**src/inc/srx_pkg.sv**
```systemverilog
// shared constants for the receive clock-recovery control block
package srx_pkg;
   // ---------------------------------------------------------------
   // register map (byte addresses)
   // ---------------------------------------------------------------
   localparam logic [7:0] SRX_ADDR_CTRL    = 8'h00;
   localparam logic [7:0] SRX_ADDR_STATUS  = 8'h04;
   localparam logic [7:0] SRX_ADDR_INT_ST  = 8'h08;
   localparam logic [7:0] SRX_ADDR_INT_EN  = 8'h0c;
   localparam logic [7:0] SRX_ADDR_INT_CLR = 8'h10;

   // ---------------------------------------------------------------
   // control field positions and reset value
   // ---------------------------------------------------------------
   localparam int SRX_CTRL_REF_FREQ  = 0; // 0: 77.76 MHz, 1: 19.44 MHz
   localparam int SRX_CTRL_LINE_RATE = 1; // 0: 155.52 Mbps, 1: 622.08 Mbps
   localparam int SRX_CTRL_REF_SRC   = 2; // 0: synthesizer ref, 1: aux 77.76 MHz
   localparam int SRX_CTRL_BYPASS    = 3;
   localparam int SRX_CTRL_LOS_DIS   = 4;
   localparam int SRX_CTRL_RLOOP     = 5;
   localparam int SRX_CTRL_W         = 6;
   localparam logic [5:0] SRX_CTRL_RST = 6'h00;

   // ---------------------------------------------------------------
   // interrupt event bits
   // ---------------------------------------------------------------
   localparam int SRX_EV_LOS_SET   = 0;
   localparam int SRX_EV_LOS_CLR   = 1;
   localparam int SRX_EV_LOCK_LOST = 2;
   localparam int SRX_EV_DATA_LOCK = 3;
   localparam int SRX_EV_W         = 4;

   // ---------------------------------------------------------------
   // loss-of-signal and timing figures
   // ---------------------------------------------------------------
   localparam int SRX_LOS_ZEROS     = 128; // zero bits to declare
   localparam int SRX_LOS_WIN       = 128; // sliding window, bits
   localparam int SRX_LOS_CLR_TRANS = 16;  // transitions to clear
   localparam int SRX_MON_WIN_TICKS = 16384; // reference ticks per window
   localparam int SRX_PPM_SHIFT     = 11;  // 2^-11 = 488 ppm, about 500
   localparam int SRX_RX_PIPE_BYTES = 3;   // gives 31 bit periods latency
   localparam int SRX_RLOOP_DELAY   = 3;   // bit periods, serial loopback
   localparam int SRX_BITS_PER_BYTE = 8;

   // lock state machine
   typedef enum logic [1:0] {
      SRX_ST_REF_ACQ  = 2'b00,
      SRX_ST_REF_LOCK = 2'b01,
      SRX_ST_DATA     = 2'b10,
      SRX_ST_BYPASS   = 2'b11
   } srx_state_t;
endpackage : srx_pkg

```
**src/core/srx_los_det.sv**
```systemverilog
// internal loss-of-signal detector on the recovered bit stream
`timescale 1ns/1ps
`default_nettype none
module srx_los_det #(
   parameter int ZEROS     = srx_pkg::SRX_LOS_ZEROS,
   parameter int WIN       = srx_pkg::SRX_LOS_WIN,
   parameter int CLR_TRANS = srx_pkg::SRX_LOS_CLR_TRANS
) (
   input  wire logic i_sys_clk,
   input  wire logic i_arst_n,
   input  wire logic i_bit_stb,
   input  wire logic i_bit,
   input  wire logic i_disable,
   output logic      o_los
);
   import srx_pkg::*;

   localparam int ZW = $clog2(ZEROS + 1);
   localparam int TW = $clog2(WIN + 1);

   // ------
   // elaboration checks
   // ------
   if (ZEROS < 1 || WIN < 2 || CLR_TRANS < 1 || CLR_TRANS > WIN)
   begin : g_bad_param
      $error("srx_los_det: unsupported parameter values");
   end

   logic [WIN-1:0] hist_q, hist_d;   // one bit per received bit, set where a transition was seen
   logic [TW-1:0]  trans_q, trans_d;
   logic [ZW-1:0]  zeros_q, zeros_d;
   logic           prev_q, prev_d;
   logic           los_q, los_d;

   // ------
   // next state
   // ------
   // the transition count is kept incrementally so no wide adder tree
   always_comb
   begin
      logic edge_b;
      edge_b  = i_bit ^ prev_q;
      hist_d  = hist_q;
      trans_d = trans_q;
      zeros_d = zeros_q;
      prev_d  = prev_q;
      los_d   = los_q;
      if (i_disable)
      begin
         // monitoring stopped: flag cleared and history forgotten [RQ15]
         hist_d  = '0;
         trans_d = '0;
         zeros_d = '0;
         los_d   = 1'b0;
      end
      else if (i_bit_stb)
      begin
         prev_d  = i_bit;
         hist_d  = {hist_q[WIN-2:0], edge_b};
         trans_d = trans_q + TW'(edge_b) - TW'(hist_q[WIN-1]);
         if (i_bit)
            zeros_d = '0;
         else if (zeros_q != ZW'(ZEROS))
            zeros_d = zeros_q + 1'b1;
         if (zeros_d == ZW'(ZEROS))
            los_d = 1'b1;                             // [RQ14]
         else if (los_q && trans_d >= TW'(CLR_TRANS))
            los_d = 1'b0;                             // [RQ14]
      end
   end

   // ------
   // registers
   // ------
   always_ff @(posedge i_sys_clk or negedge i_arst_n)
   begin
      if (!i_arst_n)
      begin
         hist_q  <= '0;
         trans_q <= '0;
         zeros_q <= '0;
         prev_q  <= 1'b0;
         los_q   <= 1'b0;
      end
      else
      begin
         hist_q  <= hist_d;
         trans_q <= trans_d;
         zeros_q <= zeros_d;
         prev_q  <= prev_d;
         los_q   <= los_d;
      end
   end

   assign o_los = los_q;
endmodule : srx_los_det
`default_nettype wire

```
**src/core/srx_rx_ctrl.sv**
```systemverilog
// receive clock-recovery control: lock sequencing, los muting, deserialiser
//
// Overview of operation
// RQ1 - ref_freq_select 0 means a 77.76 MHz synthesizer reference and 1 means 19.44 MHz.
// RQ2 - line_rate_select 0 runs the line at 155.52 Mbps and 1 at 622.08 Mbps, whatever the reference.
// RQ3 - in normal receive a bit reaches the parallel output 25 to 35 bit periods after its MSB arrives.
// RQ4 - in serial remote loopback the MSB leaves the serial output 2 to 4 bit periods after arrival.
// RQ5 - recovered bits are packed into bytes and a byte clock of line clock divided by 8 goes out.
// RQ6 - after start, loss of signal or loss of lock the loop restarts from the reference clock.
// RQ7 - recovery_bypass turns off internal recovery and uses the externally recovered clock.
// RQ8 - the loop locks to the reference first and only then tries to follow data.
// RQ9 - a frequency error above about 500 ppm sends the loop back to the reference.
// RQ10 - during loss of lock or signal the byte clock keeps running from the reference.
// RQ11 - while external or internal loss of signal is present the parallel data read as zero.
// RQ12 - data tracking resumes only with no external or internal loss and frequency within 500 ppm.
// RQ13 - recovery_ref_source_select 1 uses the aux 77.76 MHz reference and ignores the frequency select.
// RQ14 - internal loss is declared after 128 zero bits and cleared at 16 transitions in 128 bits.
// RQ15 - internal_los_disable stops internal loss monitoring and the muting it causes.
// RQ16 - the optical module drives optical_signal_lost_n low for loss and high for normal.
// RQ17 - the lock monitor counts byte clocks against reference ticks over a window against 500 ppm.
`timescale 1ns/1ps
`default_nettype none
module srx_rx_ctrl #(
   parameter int MON_WIN_TICKS = srx_pkg::SRX_MON_WIN_TICKS,
   parameter int PIPE_BYTES    = srx_pkg::SRX_RX_PIPE_BYTES
) (
   input  wire logic        i_sys_clk,
   input  wire logic        i_arst_n,
   // register port
   input  wire logic [7:0]  i_reg_addr,
   input  wire logic [31:0] i_reg_wdata,
   input  wire logic        i_reg_wr,
   input  wire logic        i_reg_rd,
   output logic      [31:0] o_reg_rdata,
   output logic             o_irq,
   // serial side, one strobe per bit period
   input  wire logic        i_rec_bit_stb,
   input  wire logic        i_rx_serial_in,
   input  wire logic        i_ext_recovered_clock_stb,
   input  wire logic        i_ext_serial_in,
   input  wire logic        i_ref_clock_tick,
   input  wire logic        i_recovery_aux_ref_clock_tick,
   input  wire logic        i_optical_signal_lost_n,
   output logic             o_tx_serial_out,
   // analog loop steering
   output logic             o_loop_on_data,
   output logic             o_recovery_powerdown,
   output logic             o_ref_is_19m,
   output logic             o_line_rate_fast,
   output logic             o_recovery_ref_aux,
   // parallel side
   output logic      [7:0]  o_rx_parallel_out,
   output logic             o_rx_byte_clock
);
   import srx_pkg::*;

   localparam int MW = $clog2(MON_WIN_TICKS * 4 + 1) + 1;

   // ------
   // elaboration checks
   // ------
   // MSB latency is 7 + 8*PIPE_BYTES bit periods and must land in 25..35
   if (PIPE_BYTES != 3 || MON_WIN_TICKS < (1 << (SRX_PPM_SHIFT + 2)))
   begin : g_bad_param
      $error("srx_rx_ctrl: unsupported parameter values");
   end

   logic [SRX_CTRL_W-1:0] ctrl_q, ctrl_d;
   logic [SRX_EV_W-1:0]   int_st_q, int_st_d, int_en_q, int_en_d;
   logic [31:0]           rdata_q, rdata_d;
   logic [SRX_EV_W-1:0]   ev;
   srx_state_t            st_q, st_d;
   logic [2:0]            bitcnt_q, bitcnt_d;
   logic [7:0]            shift_q, shift_d;
   logic [7:0]            pipe_q [PIPE_BYTES], pipe_d [PIPE_BYTES];
   logic [7:0]            out_q, out_d;
   logic                  bclk_q, bclk_d;
   logic [SRX_RLOOP_DELAY-1:0] rl_q, rl_d;
   logic                  txo_q, txo_d;
   logic [MW-1:0]         tick_q, tick_d, bytes_q, bytes_d;
   logic                  freq_ok_q, freq_ok_d, win_end_q, win_end_d;
   logic                  los_int, los_int_q;
   logic                  bypass, los_dis, bit_stb, bit_in, ref_tick;
   logic                  ext_los, mute, byte_stb;
   logic [MW-1:0]         expected, tol, diff;

   // ------
   // configuration decode and source selection
   // ------
   assign bypass   = ctrl_q[SRX_CTRL_BYPASS];
   assign los_dis  = ctrl_q[SRX_CTRL_LOS_DIS];
   assign o_ref_is_19m        = ctrl_q[SRX_CTRL_REF_FREQ];   // [RQ1]
   assign o_line_rate_fast    = ctrl_q[SRX_CTRL_LINE_RATE];  // [RQ2]
   assign o_recovery_ref_aux  = ctrl_q[SRX_CTRL_REF_SRC];    // [RQ13]
   assign o_recovery_powerdown = bypass;                     // [RQ7]
   assign bit_stb  = bypass ? i_ext_recovered_clock_stb : i_rec_bit_stb;  // [RQ7]
   assign bit_in   = bypass ? i_ext_serial_in : i_rx_serial_in;           // [RQ7]
   assign ref_tick = o_recovery_ref_aux ? i_recovery_aux_ref_clock_tick
                                        : i_ref_clock_tick;               // [RQ13]
   assign ext_los  = !i_optical_signal_lost_n;               // [RQ16]
   assign mute     = ext_los || (los_int && !los_dis);       // [RQ11] [RQ15]
   assign byte_stb = bit_stb && (bitcnt_q == 3'd7);

   // expected byte clocks per window: aux ref is always 77.76 MHz
   always_comb
   begin
      logic ref_slow;
      ref_slow = o_ref_is_19m && !o_recovery_ref_aux;       // [RQ13]
      if (ref_slow == o_line_rate_fast)
         expected = ref_slow ? MW'(MON_WIN_TICKS) << 2 : MW'(MON_WIN_TICKS) >> 2;
      else
         expected = MW'(MON_WIN_TICKS);                      // [RQ1] [RQ2]
      tol  = expected >> SRX_PPM_SHIFT;
      diff = (bytes_q > expected) ? bytes_q - expected : expected - bytes_q;
   end

   srx_los_det u_los (
      .i_sys_clk (i_sys_clk),
      .i_arst_n  (i_arst_n),
      .i_bit_stb (bit_stb),
      .i_bit     (bit_in),
      .i_disable (los_dis),
      .o_los     (los_int)
   );

   // ------
   // frequency monitor and lock sequencing
   // ------
   // byte clocks keep coming in reference states, so the count also
   // confirms the loop has settled on the reference before data
   always_comb
   begin
      tick_d    = tick_q;
      bytes_d   = bytes_q + MW'(byte_stb);
      win_end_d = 1'b0;
      freq_ok_d = freq_ok_q;
      st_d      = st_q;
      if (ref_tick)
      begin
         if (tick_q == MW'(MON_WIN_TICKS - 1))
         begin
            tick_d    = '0;
            bytes_d   = MW'(byte_stb);
            win_end_d = 1'b1;
            freq_ok_d = (diff <= tol);                       // [RQ17]
         end
         else
            tick_d = tick_q + 1'b1;
      end
      case (st_q)
         SRX_ST_REF_ACQ:
            if (win_end_q && freq_ok_q)
               st_d = SRX_ST_REF_LOCK;                       // [RQ8]
         SRX_ST_REF_LOCK:
            if (win_end_q && !freq_ok_q)
               st_d = SRX_ST_REF_ACQ;
            else if (win_end_q && !mute)
               st_d = SRX_ST_DATA;                           // [RQ8] [RQ12]
         SRX_ST_DATA:
            if (mute || (win_end_q && !freq_ok_q))
               st_d = SRX_ST_REF_ACQ;                        // [RQ6] [RQ9]
         SRX_ST_BYPASS:
            st_d = SRX_ST_REF_ACQ;                           // [RQ6]
         default:
            st_d = SRX_ST_REF_ACQ;
      endcase
      if (bypass)
         st_d = SRX_ST_BYPASS;                               // [RQ7]
   end

   // the analog loop only follows data in the data state [RQ10]
   assign o_loop_on_data = (st_q == SRX_ST_DATA);

   // ------
   // deserialiser, output pipeline, byte clock and serial loopback
   // ------
   // MSB first; word done at bit 7 then three byte stages: 31 bit periods
   always_comb
   begin
      bitcnt_d = bitcnt_q;
      shift_d  = shift_q;
      pipe_d   = pipe_q;
      out_d    = out_q;
      rl_d     = rl_q;
      txo_d    = txo_q;
      if (bit_stb)
      begin
         bitcnt_d = bitcnt_q + 3'd1;                         // [RQ5]
         shift_d  = {shift_q[6:0], bit_in};
         rl_d     = {rl_q[SRX_RLOOP_DELAY-2:0], bit_in};
         txo_d    = rl_q[SRX_RLOOP_DELAY-2] && !mute;        // [RQ4]
         if (byte_stb)
         begin
            pipe_d[0] = {shift_q[6:0], bit_in};
            for (int i = 1; i < PIPE_BYTES; i++)
               pipe_d[i] = pipe_q[i-1];
            out_d = mute ? 8'h00 : pipe_q[PIPE_BYTES-1];     // [RQ3] [RQ11]
         end
      end
      if (mute)
         out_d = 8'h00;                                      // [RQ11]
      // falling byte clock edge coincides with the data update
      bclk_d = bitcnt_d[2];                                  // [RQ5] [RQ10]
   end

   assign o_tx_serial_out   = ctrl_q[SRX_CTRL_RLOOP] ? txo_q : 1'b0;  // [RQ4]
   assign o_rx_parallel_out = out_q;
   assign o_rx_byte_clock   = bclk_q;

   // ------
   // register port and interrupts
   // ------
   // events: internal los edges, fall back from data, data lock reached
   always_comb
   begin
      ev = '0;
      ev[SRX_EV_LOS_SET]   = los_int && !los_int_q;
      ev[SRX_EV_LOS_CLR]   = !los_int && los_int_q;
      ev[SRX_EV_LOCK_LOST] = (st_q == SRX_ST_DATA) && (st_d != SRX_ST_DATA);
      ev[SRX_EV_DATA_LOCK] = (st_q != SRX_ST_DATA) && (st_d == SRX_ST_DATA);
   end

   // set wins over a same-cycle clear so no event is lost
   always_comb
   begin
      ctrl_d   = ctrl_q;
      int_en_d = int_en_q;
      int_st_d = int_st_q;
      rdata_d  = '0;
      if (i_reg_wr)
      begin
         case (i_reg_addr)
            SRX_ADDR_CTRL:    ctrl_d   = i_reg_wdata[SRX_CTRL_W-1:0];
            SRX_ADDR_INT_EN:  int_en_d = i_reg_wdata[SRX_EV_W-1:0];
            SRX_ADDR_INT_CLR: int_st_d = int_st_q & ~i_reg_wdata[SRX_EV_W-1:0];
            default:          ;
         endcase
      end
      int_st_d = int_st_d | ev;
      if (i_reg_rd)
      begin
         case (i_reg_addr)
            SRX_ADDR_CTRL:   rdata_d = {26'h0, ctrl_q};
            SRX_ADDR_STATUS: rdata_d = {26'h0, st_q, freq_ok_q, mute, ext_los,
                                        los_int};
            SRX_ADDR_INT_ST: rdata_d = {28'h0, int_st_q};
            SRX_ADDR_INT_EN: rdata_d = {28'h0, int_en_q};
            default:         rdata_d = '0;
         endcase
      end
   end

   assign o_reg_rdata = rdata_q;
   assign o_irq       = |(int_st_q & int_en_q);

   // ------
   // registers
   // ------
   always_ff @(posedge i_sys_clk or negedge i_arst_n)
   begin
      if (!i_arst_n)
      begin
         ctrl_q    <= SRX_CTRL_RST;
         int_en_q  <= '0;
         int_st_q  <= '0;
         rdata_q   <= '0;
         st_q      <= SRX_ST_REF_ACQ;                        // [RQ6]
         tick_q    <= '0;
         bytes_q   <= '0;
         freq_ok_q <= 1'b0;
         win_end_q <= 1'b0;
         los_int_q <= 1'b0;
         bitcnt_q  <= '0;
         shift_q   <= '0;
         for (int i = 0; i < PIPE_BYTES; i++)
            pipe_q[i] <= '0;
         out_q     <= '0;
         bclk_q    <= 1'b0;
         rl_q      <= '0;
         txo_q     <= 1'b0;
      end
      else
      begin
         ctrl_q    <= ctrl_d;
         int_en_q  <= int_en_d;
         int_st_q  <= int_st_d;
         rdata_q   <= rdata_d;
         st_q      <= st_d;
         tick_q    <= tick_d;
         bytes_q   <= bytes_d;
         freq_ok_q <= freq_ok_d;
         win_end_q <= win_end_d;
         los_int_q <= los_int;
         bitcnt_q  <= bitcnt_d;
         shift_q   <= shift_d;
         pipe_q    <= pipe_d;
         out_q     <= out_d;
         bclk_q    <= bclk_d;
         rl_q      <= rl_d;
         txo_q     <= txo_d;
      end
   end
endmodule : srx_rx_ctrl
`default_nettype wire

```
**config.mk**
```make
export PLATFORM = sky130hd
export DESIGN_NAME = srx_rx_ctrl
export DESIGN_NICKNAME = d
export VERILOG_FILES = /design/src/inc/srx_pkg.sv /design/src/core/srx_los_det.sv /design/src/core/srx_rx_ctrl.sv
export SDC_FILE = /design/constraint.sdc
export NUM_CORES = 1
export LEC_CHECK = 0
export BUFFER_PORTS_ARGS = -buffer_cell sky130_fd_sc_hd__buf_2
export CAP_MARGIN = 5
export CORE_ASPECT_RATIO = 1.25
export CORE_MARGIN = 1.5
export CORE_UTILIZATION = 35
export CTS_CLUSTER_SIZE = 20
export DETAILED_ROUTE_END_ITERATION = 16
export SLEW_MARGIN = 20
export SYNTH_ARGS = -nofsm -noshare
export SYNTH_HDL_FRONTEND = slang
export SYNTH_HIERARCHICAL = 1
export SYNTH_SLANG_ARGS = --single-unit
```
**constraint.sdc**
```tcl
create_clock -name i_sys_clk -period 11.35 [get_ports i_sys_clk]
set_input_delay 1.135 -clock i_sys_clk [delete_from_list [all_inputs] [get_ports i_sys_clk]]
set_output_delay 1.135 -clock i_sys_clk [all_outputs]
set_load 0.05 [all_outputs]
```
## Word level (Yosys, flattened, before mapping)

Index checks and enable logic that the tools add are counted.

| cells by class | value |
|---|---|
| add/subtract/negate cells | 8 |
| $lt $le $gt $ge | 3 |
| eq/ne operators | 15 |
| mux-type cells | 39 |
| bitwise gates (word level) | 6 |
| reductions and logical operators | 35 |

Operators by type and width:

| kind | number |
|---|---|
| 128-bit 2-to-1 mux | 2 |
| 8-bit 2-to-1 mux | 11 |
| 18-bit 2-to-1 mux | 4 |
| 17-bit 2-to-1 mux | 2 |
| 6-bit one-hot mux with 4 select lines | 1 |
| 18-bit by 1-bit adder with 18-bit output | 1 |
| 18-bit by 1-bit adder with 18-bit output (second input constant) | 1 |
| 18-bit by 14-bit equality test with 1-bit output (second input constant) | 1 |
| 18-bit by 17-bit > comparator with 1-bit output | 1 |
| 18-bit by 6-bit less-or-equal comparator with 1-bit output | 1 |
| 17-bit by 18-bit subtractor with 18-bit output | 1 |
| 18-bit by 17-bit subtractor with 18-bit output | 1 |
| 8-bit by 4-bit equality test with 1-bit output (second input constant) | 2 |
| 2-bit AND reduction | 7 |
| 1-bit logical AND | 12 |
| 1-bit 2-to-1 mux | 10 |
| 2-bit 2-to-1 mux | 5 |
| 8-bit by 1-bit adder with 8-bit output | 1 |
| 8-bit by 1-bit adder with 8-bit output (second input constant) | 1 |
| 4-bit bitwise AND | 2 |
| 8-bit by 3-bit equality test with 1-bit output (second input constant) | 1 |
| 8-bit by 5-bit equality test with 1-bit output (second input constant) | 1 |
| 8-bit equality test (second input constant) | 1 |
| 8-bit by 5-bit greater-or-equal comparator with 1-bit output (second input constant) | 1 |
| 22 further kinds | 35 |

| storage, ports and cells | value |
|---|---|
| bits in registers | 278 |
| input port bits | 51 |
| output and inout port bits | 48 |
| logic and storage cells | 130 |

## Logic depth before layout (Yosys ltp)

Gate-level depths: netlist of run 1.

| logic depth | value |
|---|---|
| depth after elaboration | 12 |
| gate-level depth with buffers | 17 |
| gate-level depth less buffers | 17 |

## Hierarchy

The synthesis of run 1 kept the hierarchy.

By module, submodules not included:

| module | instances | cells each | area an instance (sq um) | sequential area each (sq um) |
|---|---|---|---|---|
| srx_los_det | 1 | 571 | 6,432.4 | 3,653.5 |
| srx_rx_ctrl | 1 | 583 | 5,542.8 | 2,602.5 |

## Worst setup path after synthesis of run 1

OpenSTA, ideal clock, no wires.

| timing | value |
|---|---|
| path kind | in2reg |
| from | input i_ext_serial_in |
| to | register u_los.los_q (netlist: u_los/o_los) |
| arrival | 3,766 ps |
| data required time | 11,274 ps |
| slack | 7,507 ps |
| stages | 14 |
| cells stage by stage | mux2i_1 > inv_1 > buf_4 > xnor2_1 > ha_1 > inv_1 > ha_1 > fa_1 > a211oi_1 > o21ai_0 > a21oi_1 > xnor2_1 > or4_1 > o21ai_1 |

| between the ends | value |
|---|---|
| cells in the longest elaborated chain, start to end | 8 |
| elaborated cells on any way between the ends | 15 |

RTL lines:

| what | line | RTL |
|---|---|---|
| start: declaration | srx_rx_ctrl.sv:40 | `input wire logic i_ext_serial_in,` |
| 1-bit 2-to-1 mux * | srx_rx_ctrl.sv:97 | `assign bit_in = bypass ? i_ext_serial_in : i_rx_serial_in;` |
| named net bit_in | srx_rx_ctrl.sv:83 | `logic bypass, los_dis, bit_stb, bit_in, ref_tick;` |
| 1-bit bitwise XOR or 8-bit 2-to-1 mux (tied branches) | srx_los_det.sv:42, srx_los_det.sv:61 |  |
| 8-bit by 1-bit adder with 8-bit output or 8-bit 2-to-1 mux (tied branches) | srx_los_det.sv:60, srx_los_det.sv:56 |  |
| 8-bit by 1-bit subtractor with 8-bit output or 8-bit 2-to-1 mux (tied branches) | srx_los_det.sv:60, srx_los_det.sv:48 |  |
| 8-bit by 5-bit greater-or-equal comparator with 1-bit output or 8-bit equality test (tied branches) | srx_los_det.sv:67, srx_los_det.sv:65 |  |
| 1-bit logical AND or 1-bit 2-to-1 mux (tied branches) | srx_los_det.sv:67, srx_los_det.sv:65 |  |
| 3-bit nonzero test (no line) or 1-bit 2-to-1 mux (tied branches) | - |  |
| 2-bit AND reduction (no line) or 1-bit 2-to-1 mux (tied branches) | - |  |
| end signal: assignment | srx_los_det.sv:91 | `los_q <= los_d;` |
| end: declaration | srx_los_det.sv:33 | `logic los_q, los_d;` |

The timed path passes the listed nets; every way through them passes the cells marked *. The select of a mux whose other input is x is not followed.
A chain may end at the register's enable or synchronous reset.

## Final worst setup path of run 1

| timing | value |
|---|---|
| from | register ctrl_q[2] |
| to | register freq_ok_q |

| between the ends | value |
|---|---|
| cells in the longest elaborated chain, start to end | 7 |
| elaborated cells on any way between the ends | 12 |

RTL lines:

| what | line | RTL |
|---|---|---|
| start: declaration | srx_rx_ctrl.sv:68 | `logic [SRX_CTRL_W-1:0] ctrl_q, ctrl_d;` |
| start signal: assignment | srx_rx_ctrl.sv:284 | `ctrl_q <= ctrl_d;` |
| 1-bit logical NOT | srx_rx_ctrl.sv:108 | `ref_slow = o_ref_is_19m && !o_recovery_ref_aux;` |
| 1-bit logical AND | srx_rx_ctrl.sv:108 |  |
| 1-bit equality test or 17-bit 2-to-1 mux (tied branches) | srx_rx_ctrl.sv:109, srx_rx_ctrl.sv:110 |  |
| 17-bit 2-to-1 mux | srx_rx_ctrl.sv:109 | `if (ref_slow == o_line_rate_fast)` |
| 17-bit by 18-bit subtractor with 18-bit output (tied with other cells) | srx_rx_ctrl.sv:114 | `diff = (bytes_q > expected) ? bytes_q - expected : expected - bytes_q;` |
| 18-bit 2-to-1 mux | srx_rx_ctrl.sv:114 |  |
| 18-bit by 6-bit less-or-equal comparator with 1-bit output | srx_rx_ctrl.sv:145 | `freq_ok_d = (diff <= tol);` |
| end signal: assignment | srx_rx_ctrl.sv:291 | `freq_ok_q <= freq_ok_d;` |
| end: declaration | srx_rx_ctrl.sv:81 | `logic freq_ok_q, freq_ok_d, win_end_q, win_end_d;` |

Several ways; a longest one is shown, not always the timed one.

==> metrics.md, run 1 <==
| Metric | Value |
|---|---|
| Die area | `0.0353 mm2` |
| Synth top area share | `52.2%` |
| Period minus WS final | `4.33 ns` |
| Post-Route M1 WL | `9660 um` |
| Routed Wire Length | `21,100 um` |
| Fin. Hold Viols | `0` |
| Core Region | `0.0336 mm2` |
| R2r startpoint | `ctrl_q[2]` |
| Crit-path max FO | `10` |
| Largest cells by area after synthesis | `dfrtp_1, mux2i_1, nor2_1` |
| FMAX | `0.231 GHz` |
| Clock sink count | `250` |
| Iteration-0 DRC Markers | `574` |
| Worst Hold Launch | `u_los/o_los` |
| # hold bufs at CTS | `0` |
| Critical Path AT | `4.78 ns` |
| Worst hold path type | `register to register` |
| Max clock buf depth | `3` |
| R2r setup slk | `7.02 ns` |
| Clock root cell | `clkbuf_16` |
| Drt first pass iters | `4` |
| DR WL met2 | `10,100 um` |
| Synth-to-Final Area Change | `11.5%` |
| DR WL met3 | `819 um` |
| Total grt overflow | `0` |
| Final Core Density | `39.8%` |
| # rows | `75` |
| Outcome | `completed` |
| Footprint of the multi-input gates | `0.00516 mm2` |
| All-layer global routing usage | `12.2%` |
| CTS Buf Count | `27` |
| Clk slew on worst S/H paths | `0.06 ns` |
| Largest net degree at the start of global routing | `111` |
| Static Leak | `6.85 nW` |
| Vias in the first global route | `7,790` |
| Worst setup path start | `ctrl_q[2]` |
| FF+latch count, synth | `250` |
| Antenna Nets Post-Route | `0` |
| Vias/cell | `4.81` |
| Worst relative slew slack | `39.1%` |
| CTS tree | `done` |
| Most common cell after layout, fill and taps aside | `dfrtp_1` |
| Max IR drop VDD | `98.6 uV` |
| Routed len/inst | `13.0 um` |
| Layout cells sized above 1 | `11.5%` |
| DR top layer | `met4` |
| Post-synth ARST share | `100%` |
| WS Path Type | `register to register` |
| H-tree depth | `1` |
| Total Neg Setup Slack | `0 ns` |
| Syn Inst Count | `1,154` |
| # IOs | `99` |
| Post-CTS sizing | `0` |
| Initial antenna violation count | `0` |
| Prevailing post-synth register cell | `dfrtp_1` |
| Worst Reg2Reg Path Length in Cells | `15` |
| Register area | `0.00626 mm2` |
| Filler cells | `3,351` |
| Max_cap viols | `0` |
| Postcts setup bufs | `0` |
| GP Congestion | `0.811` |
| First-pass GRT wire length | `36,500 um` |
| Least-Margin Pin Slew | `0.908 ns` |
| Hold path depth | `0` |
| Number of synthesized flops with an enable pin | `0` |
| Pwr dens | `186 mW/mm2` |
| Setup violations, final | `0` |
| Post-Place Worst Slack | `6.90 ns` |
| Initial Utilization | `35.6%` |
| CP Data Required Time | `11.80 ns` |
| Most frequent cells in the layout | `dfrtp_1, nor2_1, nand2_1, mux2i_1, buf_2` |
| Die span in y | `210 um` |
| Antenna Cells | `0` |
| Hpwl dp | `13,100 um` |
| CP Launch Type | `register` |
| Clk_lat worst skew | `0.55 ns` |
| Clock skew | `0.0138 ns` |
| Register area share after synthesis | `52.2%` |
| Leading area contributor after synthesis | `dfrtp_1` |
| Final period utilization | `38.1%` |
| Final Cell Area | `0.0134 mm2` |
| Unrepaired setup endpoints after global routing | `no` |
| Die X | `168 um` |
| Synth Area per Inst | `10.4 um2` |
| Total number of vias | `7,779` |
| Synth warn | `6` |
| Max-slew violations | `0` |
| Placed Area | `0.0124 mm2` |
| # DRC | `0` |
| Worst setup EP type | `register` |
| Synth unique cells | `69` |
| Layout Nets | `1,253` |
| Fin worst setup slack | `7.02 ns` |
| Post-synthesis cell area | `0.0120 mm2` |
| PortBufs | `46` |
## sequential cells by signal, summed over array words and instances (netlist names), 2 cells and up
signal,cells
u_los/trans_q,8
pipe_q,24
u_los/hist_q,128
u_los/zeros_q,8
o_reg_rdata,6
int_st_q,4
bitcnt_q,3
o_rx_parallel_out,8
bytes_q,18
st_q,2
ctrl_q,6
tick_q,18
shift_q,7
int_en_q,4
## path summary, 6_finish.rpt
check,end
worst min register to register,los_int_q
worst min-delay path,los_int_q
worst max register to register,freq_ok_q
max in group asynchronous,bytes_q[17]
worst max-delay path,freq_ok_q
min in group asynchronous,pipe_q[7]
## logic make-up (layout without fill, tap and decap cells)
family	Yosys count	count (layout)	synth area share (%)
AOI/OAI and AO/OA	95	95	5.32
muxes	162	162	14.0
other	1	26	0.0313
and+or+nand+nor	443	443	16.4
adders and majority gates	28	28	2.99
DFF	250	250	52.2
xor gates and xnor gates	49	49	3.58
buffers and inverters	126	142	5.43
## cells in the mapped netlist, types with 4 or more instances
| master | instances |
|---|---|
| dfrtp_1 | 250 |
| clkbuf_1 | 33 |
| a31oi_1 | 4 |
| a21oi_1 | 18 |
| buf_6 | 7 |
| o31ai_1 | 4 |
| xnor2_1 | 32 |
| a211oi_1 | 7 |
| nand2b_1 | 7 |
| nor4_1 | 4 |
| buf_4 | 29 |
| o21ai_1 | 4 |
| nand3_1 | 25 |
| nand2_1 | 150 |
| buf_2 | 5 |
| buf_1 | 13 |
| nor3_1 | 13 |
| ha_1 | 27 |
| nor2_1 | 190 |
| nor2b_1 | 4 |
| or4_1 | 4 |
| o21ai_0 | 22 |
| mux2i_1 | 144 |
| nand4_1 | 10 |
| or3_1 | 4 |
| xor2_1 | 17 |
| mux2_2 | 15 |
| and3_1 | 8 |
| a22oi_1 | 6 |
| inv_1 | 37 |
## final cells by class
| type | count | share of cell area [%] |
|---|---|---|
| clock inverter | 16 | 1.41 |
| tap | 423 | 3.96 |
| inverter | 38 | 1.12 |
| sequential | 250 | 46.9 |
| clock buffer | 34 | 5.71 |
| multi-input combinational | 803 | 38.7 |
| timing repair buffer | 54 | 2.28 |
## where the power goes
part	internal [mW]	total, mW	leakage (nW)	switching (mW)
sequential	1.02	1.11	3.32	0.0897
clock	0.548	0.913	0.462	0.365
combinational	0.195	0.465	3.06	0.270
## critical path: stages (launching register included)
cell and delay [ns]:
dfrtp_1 0.46, nand2b_1 0.21, ha_1 0.35, ha_1 0.46, nor4b_1 0.26, nand3_1 0.16, o21ai_1 0.70, o31ai_1 0.21
xnor2_1 0.18, ha_1 0.30, nor2b_1 0.14, o32ai_1 0.24, nand2_1 0.08, a211oi_1 0.18, o22ai_1 0.12, o31ai_2 0.19
## per-stage QoR
step | power [mW] | hold slack [ns] | cells
2_1_floorplan | 1.49 | 0.390 | 1179
3_3_place_gp | 1.57 | 0.430 | 1568
3_5_place_dp | 1.59 | 0.438 | 1568
4_1_cts | 2.52 | 0.452 | 1618
5_1_grt | 2.63 | 0.475 | 1618
6_report | 2.48 | 0.440 | 1618
## metal layers
metal  vias up  GRT usage, %
met5         -             0
met4         0          3.97
met3        36          2.07
met2       102          21.5
met1      3775          15.1
li1       3866             -
Power figures use the tool's default switching activity.
==> run 2: changes to the inputs <==
clock period = 4.3 ns   (was 11.35 ns; I/O delays follow)
==> run 2 against run 1 <==
  * Clock skew shrank 0.0064 ns
  * Non-clock buffer count grew 5
  * Global-route usage is 0.14 points higher
  * Clock-buffer cell count increased by 4
  * Register-to-register slack got worse by 6.6 ns
  * Via count is 0.69% higher
==> metrics.md, run 2 (synthesis results as in run 1) <==
| Metric | Value |
|---|---|
| Outcome | `completed (unchanged)` |
| Least-Margin Pin Slew | `0.934 ns (was 0.908 ns)` |
| Clock skew | `0.00734 ns (was 0.0138 ns)` |
| Static Leak | `6.87 nW (was 6.85 nW)` |
| P_int | `4.59 mW (was 1.76 mW)` |
| Clk slew on worst S/H paths | `0.06 ns (about the same)` |
| Reg power frac | `45.0% (was 44.5%)` |
| Period minus WS final | `3.84 ns (was 4.33 ns)` |
| Crit path buf inv count | `0 (unchanged)` |
| Routed Wire Length | `21,400 um (was 21,100 um)` |
| CP Data Required Time | `4.75 ns (was 11.80 ns)` |
| WS Path Type | `register to register (unchanged)` |
| Hpwl dp | `13,500 um (was 13,100 um)` |
| Worst relative slew slack | `37.3% (was 39.1%)` |
| Pwr dens | `485 mW/mm2 (was 186 mW/mm2)` |
| Vias/cell | `4.82 (was 4.81)` |
| Initial Utilization | `35.6% (unchanged)` |
| Largest register FFs | `128 (unchanged)` |
| Vias in the first global route | `7,608 (was 7,790)` |
| Worst hold path type | `primary input to register (was register to register)` |
| Total number of vias | `7,833 (was 7,779)` |
| Most frequent cells in the layout | `dfrtp_1, nor2_1, nand2_1, mux2i_1, buf_2 (unchanged)` |
| Fin worst setup slack | `0.455 ns (was 7.02 ns)` |
| Total Neg Setup Slack | `0 ns (unchanged)` |
| Switch Pwr | `1.90 mW (was 725 uW)` |
| Die span in y | `210 um (unchanged)` |
| Max-slew violations | `0 (unchanged)` |
| Max_cap viols | `0 (unchanged)` |
| GP Congestion | `0.822 (was 0.811)` |
| Clock share of power | `36.0% (was 36.8%)` |
| Most common cell after layout, fill and taps aside | `dfrtp_1 (unchanged)` |
| Combinational Power Share | `19.1% (was 18.7%)` |
| Worst setup EP type | `register (unchanged)` |
| Largest net degree at the start of global routing | `112 (was 111)` |
| Postcts setup bufs | `0 (unchanged)` |
| Worst hold slack | `0.125 ns (was 0.440 ns)` |
| CTS tree | `done (unchanged)` |
| Crit path cell chain | `nand2b_1 > ha_1 > ha_1 > nor4b_1 > nand3_1 > o21ai_1 > o31ai_1 > xnor2_1 > ha_1 > nor2b_1 > o32ai_1 > nand2_1 > a211oi_1 > o22ai_1 > o31ai_2 (unchanged)` |
| Post-Place Worst Slack | `0.392 ns (was 6.90 ns)` |
| Slowest stage delay, CP | `0.45 ns (was 0.70 ns)` |
| Unrepaired setup endpoints after global routing | `no (unchanged)` |
| Slowest cell on crit path | `dfrtp_1 (was o21ai_1)` |
| Max clock buf depth | `3 (unchanged)` |
| Layout Nets | `1,259 (was 1,253)` |
| Antenna Nets Post-Route | `0 (unchanged)` |
| Biggest register | `u_los/hist_q (unchanged)` |
| Layout cells sized above 1 | `11.8% (was 11.5%)` |
| Clock sink count | `250 (unchanged)` |
| Die area | `0.0353 mm2 (unchanged)` |
| Critical Path AT | `4.30 ns (was 4.78 ns)` |
| Antenna Cells | `0 (unchanged)` |
| PortBufs | `46 (unchanged)` |
| Iteration-0 DRC Markers | `477 (was 574)` |
| Routed len/inst | `13.2 um (was 13.0 um)` |
| Final period utilization | `89.4% (was 38.1%)` |
| Clock root cell | `clkbuf_16 (unchanged)` |
| CP most frequent cell | `ha_1 (unchanged)` |
| # IOs | `99 (unchanged)` |
| # DRC | `0 (unchanged)` |
| Die X | `168 um (unchanged)` |
| All-layer global routing usage | `12.3% (was 12.2%)` |
| # rows | `75 (unchanged)` |
| First-pass GRT wire length | `36,900 um (was 36,500 um)` |
| Total grt overflow | `0 (unchanged)` |
| Initial antenna violation count | `1 (was 0)` |
| R2r setup slk | `0.46 ns (was 7.02 ns)` |
| CTS Buf Count | `28 (was 27)` |
| Synth-to-Final Area Change | `11.8% (was 11.5%)` |
| FMAX | `0.260 GHz (was 0.231 GHz)` |
| CP Launch Type | `register (unchanged)` |
| Core Region | `0.0336 mm2 (unchanged)` |
| Drt first pass iters | `4 (unchanged)` |
| Max IR drop VDD | `354 uV (was 98.6 uV)` |
| Switching Share | `29.2% (about the same)` |
| Biggest regs | `u_los/hist_q: 128 flops, pipe_q: 24 flops (unchanged)` |
| Fin. Hold Viols | `0 (unchanged)` |
| Setup violations, final | `0 (unchanged)` |
| H-tree depth | `1 (unchanged)` |
| Clk_lat worst skew | `0.54 ns (was 0.55 ns)` |
| Crit-path max FO | `9 (was 10)` |
| CP top delay family | `compound AO/OA/AOI/OAI gates (unchanged)` |
[run 2: changes by cell type in the layout (fill, tap and decap cells not counted), sizes merged]
cell and delta:
buf +4, clkbuf +4, bufinv -2, clkinv +2, inv -2, clkinvlp -1, dlygate4sd3 +1
[run 2: worst paths after layout]
kind / from / to / cells past startpoint
setup / recovery: ctrl_q[2] / freq_ok_q / 15
hold / removal: i_reg_wdata[4] / ctrl_q[4] / 2
setup reg to reg: ctrl_q[2] / freq_ok_q / 15
hold reg to reg: los_int_q / int_st_q[0] / 1
max in group asynchronous: i_arst_n / u_los/hist_q[59] / 3
min in group asynchronous: i_arst_n / o_rx_parallel_out[2] / 2
[run 2: repair_timing]
item                       CTS  global route
gates resized for setup      0             0
hold buffers                 1             0
hold endpoints to repair     9             0
setup endpoints to repair    0             0
[run 2: routing by layer]
metal	track usage [%]	share of wire (%)
met1	16.7	47
met2	20.3	47
met3	2.09	3.7
met4	3.54	2.0
met5	0	0.079
[run 2: stage by stage]
step / instances / area [um2] / utilization (%) / power [mW]
finish: 1624 / 13400 / 39.8 / 6.49
global route: 1624 / 13400 / 39.8 / 6.89
CTS: 1624 / 13400 / 39.8 / 6.58
detailed placement: 1572 / 12400 / 37.0 / 4.20
global placement: 1572 / 12400 / 37.0 / 4.16
floorplan: 1179 / 12100 / - / 3.92
[run 2: area by class of cell]
cell class	count	area, um2
clock buffers	38	818
clock inverters	13	109
fillers	3300	20200
inverters	38	150
multi-input cells	803	5160
flip-flops and latches	250	6260
well taps	423	529
repair buffers	59	357
[run 2: power by group through the flow]
stage / Clock, mW / Sequential [mW] / Combinational (mW)
6_report: 2.33 / 2.92 / 1.24
5_1_grt: 2.51 / 2.96 / 1.42
4_1_cts: 2.41 / 2.92 / 1.25
3_5_place_dp: 0 / 2.96 / 1.24
3_3_place_gp: 0 / 2.95 / 1.21
2_1_floorplan: 0 / 2.91 / 1.02
==> run 3: changes to the inputs <==
PLACE_DENSITY = 0.53   (was not set)
==> run 3 against run 2 <==
  * Die area did not move
  * Cell area barely moved
  * Global-route usage rose by 0.24 points
  * Critical endpoint unchanged
  * Largest power group unchanged
  * Clock skew rose by 0.0085 ns
  * Fmax fell by 0.22%
  * Sequential cell count did not move
  * Wire length rose by 1.4%
  * Setup slack got worse by 0.0086 ns
  * Sequential power barely moved
  * Via count fell by 1.2%
==> metrics.md, run 3 (synthesis results as in run 1) <==
| Metric | Value |
|---|---|
| CTS Buf Count | `27 (was 28)` |
| Layout Nets | `1,258 (was 1,259)` |
| Iteration-0 DRC Markers | `553 (was 477)` |
| Vias/cell | `4.77 (was 4.82)` |
| Drt first pass iters | `5 (was 4)` |
| Antenna Cells | `0 (unchanged)` |
| Largest register FFs | `128 (unchanged)` |
| Pwr dens | `486 mW/mm2 (was 485 mW/mm2)` |
| Layout cells sized above 1 | `11.6% (was 11.8%)` |
| Vias in the first global route | `7,597 (was 7,608)` |
| Hold path endpoint | `ctrl_q[4] (unchanged)` |
| Filler cells | `3,340 (was 3,300)` |
| Total number of vias | `7,738 (was 7,833)` |
| Worst Hold Launch | `i_reg_wdata[4] (unchanged)` |
| Max IR drop VDD | `258 uV (was 354 uV)` |
| Unrepaired setup endpoints after global routing | `no (unchanged)` |
| Max-slew violations | `0 (unchanged)` |
| Initial Utilization | `35.6% (unchanged)` |
| Clk slew on worst S/H paths | `0.06 ns (about the same)` |
| R2r setup slk | `0.45 ns (was 0.46 ns)` |
| Setup violations, final | `0 (unchanged)` |
| Biggest regs | `u_los/hist_q: 128 flops, pipe_q: 24 flops (unchanged)` |
| Die X | `168 um (unchanged)` |
| Outcome | `completed (unchanged)` |
| Routed Wire Length | `21,700 um (was 21,400 um)` |
| CP Data Required Time | `4.74 ns (was 4.75 ns)` |
| Clock sink count | `250 (unchanged)` |
| Worst setup EP type | `register (unchanged)` |
| Total grt overflow | `0 (unchanged)` |
| P_int | `4.62 mW (was 4.59 mW)` |
| Reg power frac | `44.8% (was 45.0%)` |
| First-pass GRT wire length | `37,300 um (was 36,900 um)` |
| PortBufs | `46 (unchanged)` |
| Critical Path AT | `4.30 ns (about the same)` |
| WS Path Type | `register to register (unchanged)` |
| # rows | `75 (unchanged)` |
| Clock root cell | `clkbuf_16 (unchanged)` |
| Hold path depth | `2 (unchanged)` |
| Switching Share | `28.9% (was 29.2%)` |
| Fin. Hold Viols | `0 (unchanged)` |
| Final period utilization | `89.6% (was 89.4%)` |
| Initial antenna violation count | `0 (was 1)` |
| Crit-path max FO | `6 (was 9)` |
| Most common cell after layout, fill and taps aside | `dfrtp_1 (unchanged)` |
| R2r startpoint | `ctrl_q[2] (unchanged)` |
| Largest net degree at the start of global routing | `160 (was 112)` |
| Clock skew | `0.0158 ns (was 0.00734 ns)` |
| Combinational Power Share | `19.0% (was 19.1%)` |
| Switch Pwr | `1.88 mW (was 1.90 mW)` |
| Static Leak | `6.87 nW (about the same)` |
| Biggest register | `u_los/hist_q (unchanged)` |
| Total Neg Setup Slack | `0 ns (unchanged)` |
| CTS tree | `done (unchanged)` |
| H-tree depth | `1 (unchanged)` |
| GP Congestion | `0.819 (was 0.822)` |
| Least-Margin Pin Slew | `1.07 ns (was 0.934 ns)` |
| All-layer global routing usage | `12.6% (was 12.3%)` |
| Die span in y | `210 um (unchanged)` |
| CP Launch Type | `register (unchanged)` |
| Worst Reg2Reg Path Length in Cells | `15 (unchanged)` |
| R2R Path End | `freq_ok_q (unchanged)` |
| # IOs | `99 (unchanged)` |
| Antenna Nets Post-Route | `0 (unchanged)` |
| Clk_lat worst skew | `0.54 ns (about the same)` |
| Routed len/inst | `13.4 um (was 13.2 um)` |
| FMAX | `0.260 GHz (about the same)` |
| Period minus WS final | `3.85 ns (was 3.84 ns)` |
| Final Power | `6.50 mW (was 6.49 mW)` |
| Clock share of power | `36.2% (was 36.0%)` |
| Die area | `0.0353 mm2 (unchanged)` |
| Hpwl dp | `13,400 um (was 13,500 um)` |
| Max_cap viols | `0 (unchanged)` |
| Synth-to-Final Area Change | `11.7% (was 11.8%)` |
| Most frequent cells in the layout | `dfrtp_1, nor2_1, nand2_1, mux2i_1, buf_2 (unchanged)` |
| # DRC | `0 (unchanged)` |
| Worst hold path type | `primary input to register (unchanged)` |
| Core Region | `0.0336 mm2 (unchanged)` |
| Max clock buf depth | `3 (unchanged)` |
| Worst relative slew slack | `28.8% (was 37.3%)` |
[run 3: how the worst max path moves through the flow]
stage                     startpoint        end  slack [ns]
after floorplan            ctrl_q[2]  freq_ok_q        0.42
after global placement     ctrl_q[2]  freq_ok_q        0.52
after detailed placement   ctrl_q[2]  freq_ok_q        0.45
after CTS                  ctrl_q[2]  freq_ok_q        0.42
after global routing       ctrl_q[2]  freq_ok_q        0.15
final                      ctrl_q[2]  freq_ok_q        0.45
[run 3: power groups by stage]
stage                     Combinational, mW  Sequential [mW]  Clock [mW]
after floorplan                        1.02             2.91           0
after global placement                 1.22             2.95           0
after detailed placement               1.25             2.96           0
after CTS                              1.25             2.92        2.45
after global routing                   1.41             2.96        2.53
final                                  1.23             2.91        2.35
[run 3: what timing repair did]
item / in CTS / in global routing
hold buffers: 1 / 0
hold endpoints to repair: 86 / 0
setup buffers: 0 / 0
resized for setup: 0 / 0
[run 3: cell type report]
| type | count | area, um2 | share of cell area (%) |
|---|---|---|---|
| Sequential cell | 250 | 6260 | 46.8 |
| Multi-Input combinational cell | 803 | 5160 | 38.6 |
| Clock buffer | 35 | 756 | 5.65 |
| Tap cell | 423 | 529 | 3.96 |
| Timing Repair Buffer | 59 | 365 | 2.73 |
| Clock inverter | 14 | 158 | 1.18 |
| Inverter | 38 | 150 | 1.12 |
[run 3: stage by stage]
step	area, um2	hold WS (ns)	instances	utilization [%]	worst slack (ns)
floorplan	12100	0.134	1179	-	0.422
detailed placement	12500	0.445	1572	37.1	0.452
finish	13400	0.127	1622	39.8	0.447
CTS	13400	0.0964	1622	39.8	0.415
global route	13400	0.122	1622	39.8	0.152
global placement	12500	0.431	1572	37.1	0.516
[run 3: critical path, stage by stage (launching register included)]
cell      delay [ns]
dfrtp_1         0.46
nand2b_1        0.21
ha_1            0.25
ha_1            0.35
nor3b_1         0.38
nand3_1         0.20
o21ai_1         0.35
o31ai_1         0.15
xnor2_1         0.15
ha_1            0.31
nor2b_1         0.14
o32ai_1         0.21
nand2_1         0.08
a211oi_1        0.20
o22ai_1         0.12
o31ai_2         0.20
[run 3: per-layer routing]
metal  up-vias  routed length (um)  global-route usage, %
li1       3877                   -                      -
met1      3721               10400                   16.8
met2       111               10200                   21.1
met3        29                 722                   1.73
met4         0                 473                   3.85
met5         -                   0                      0
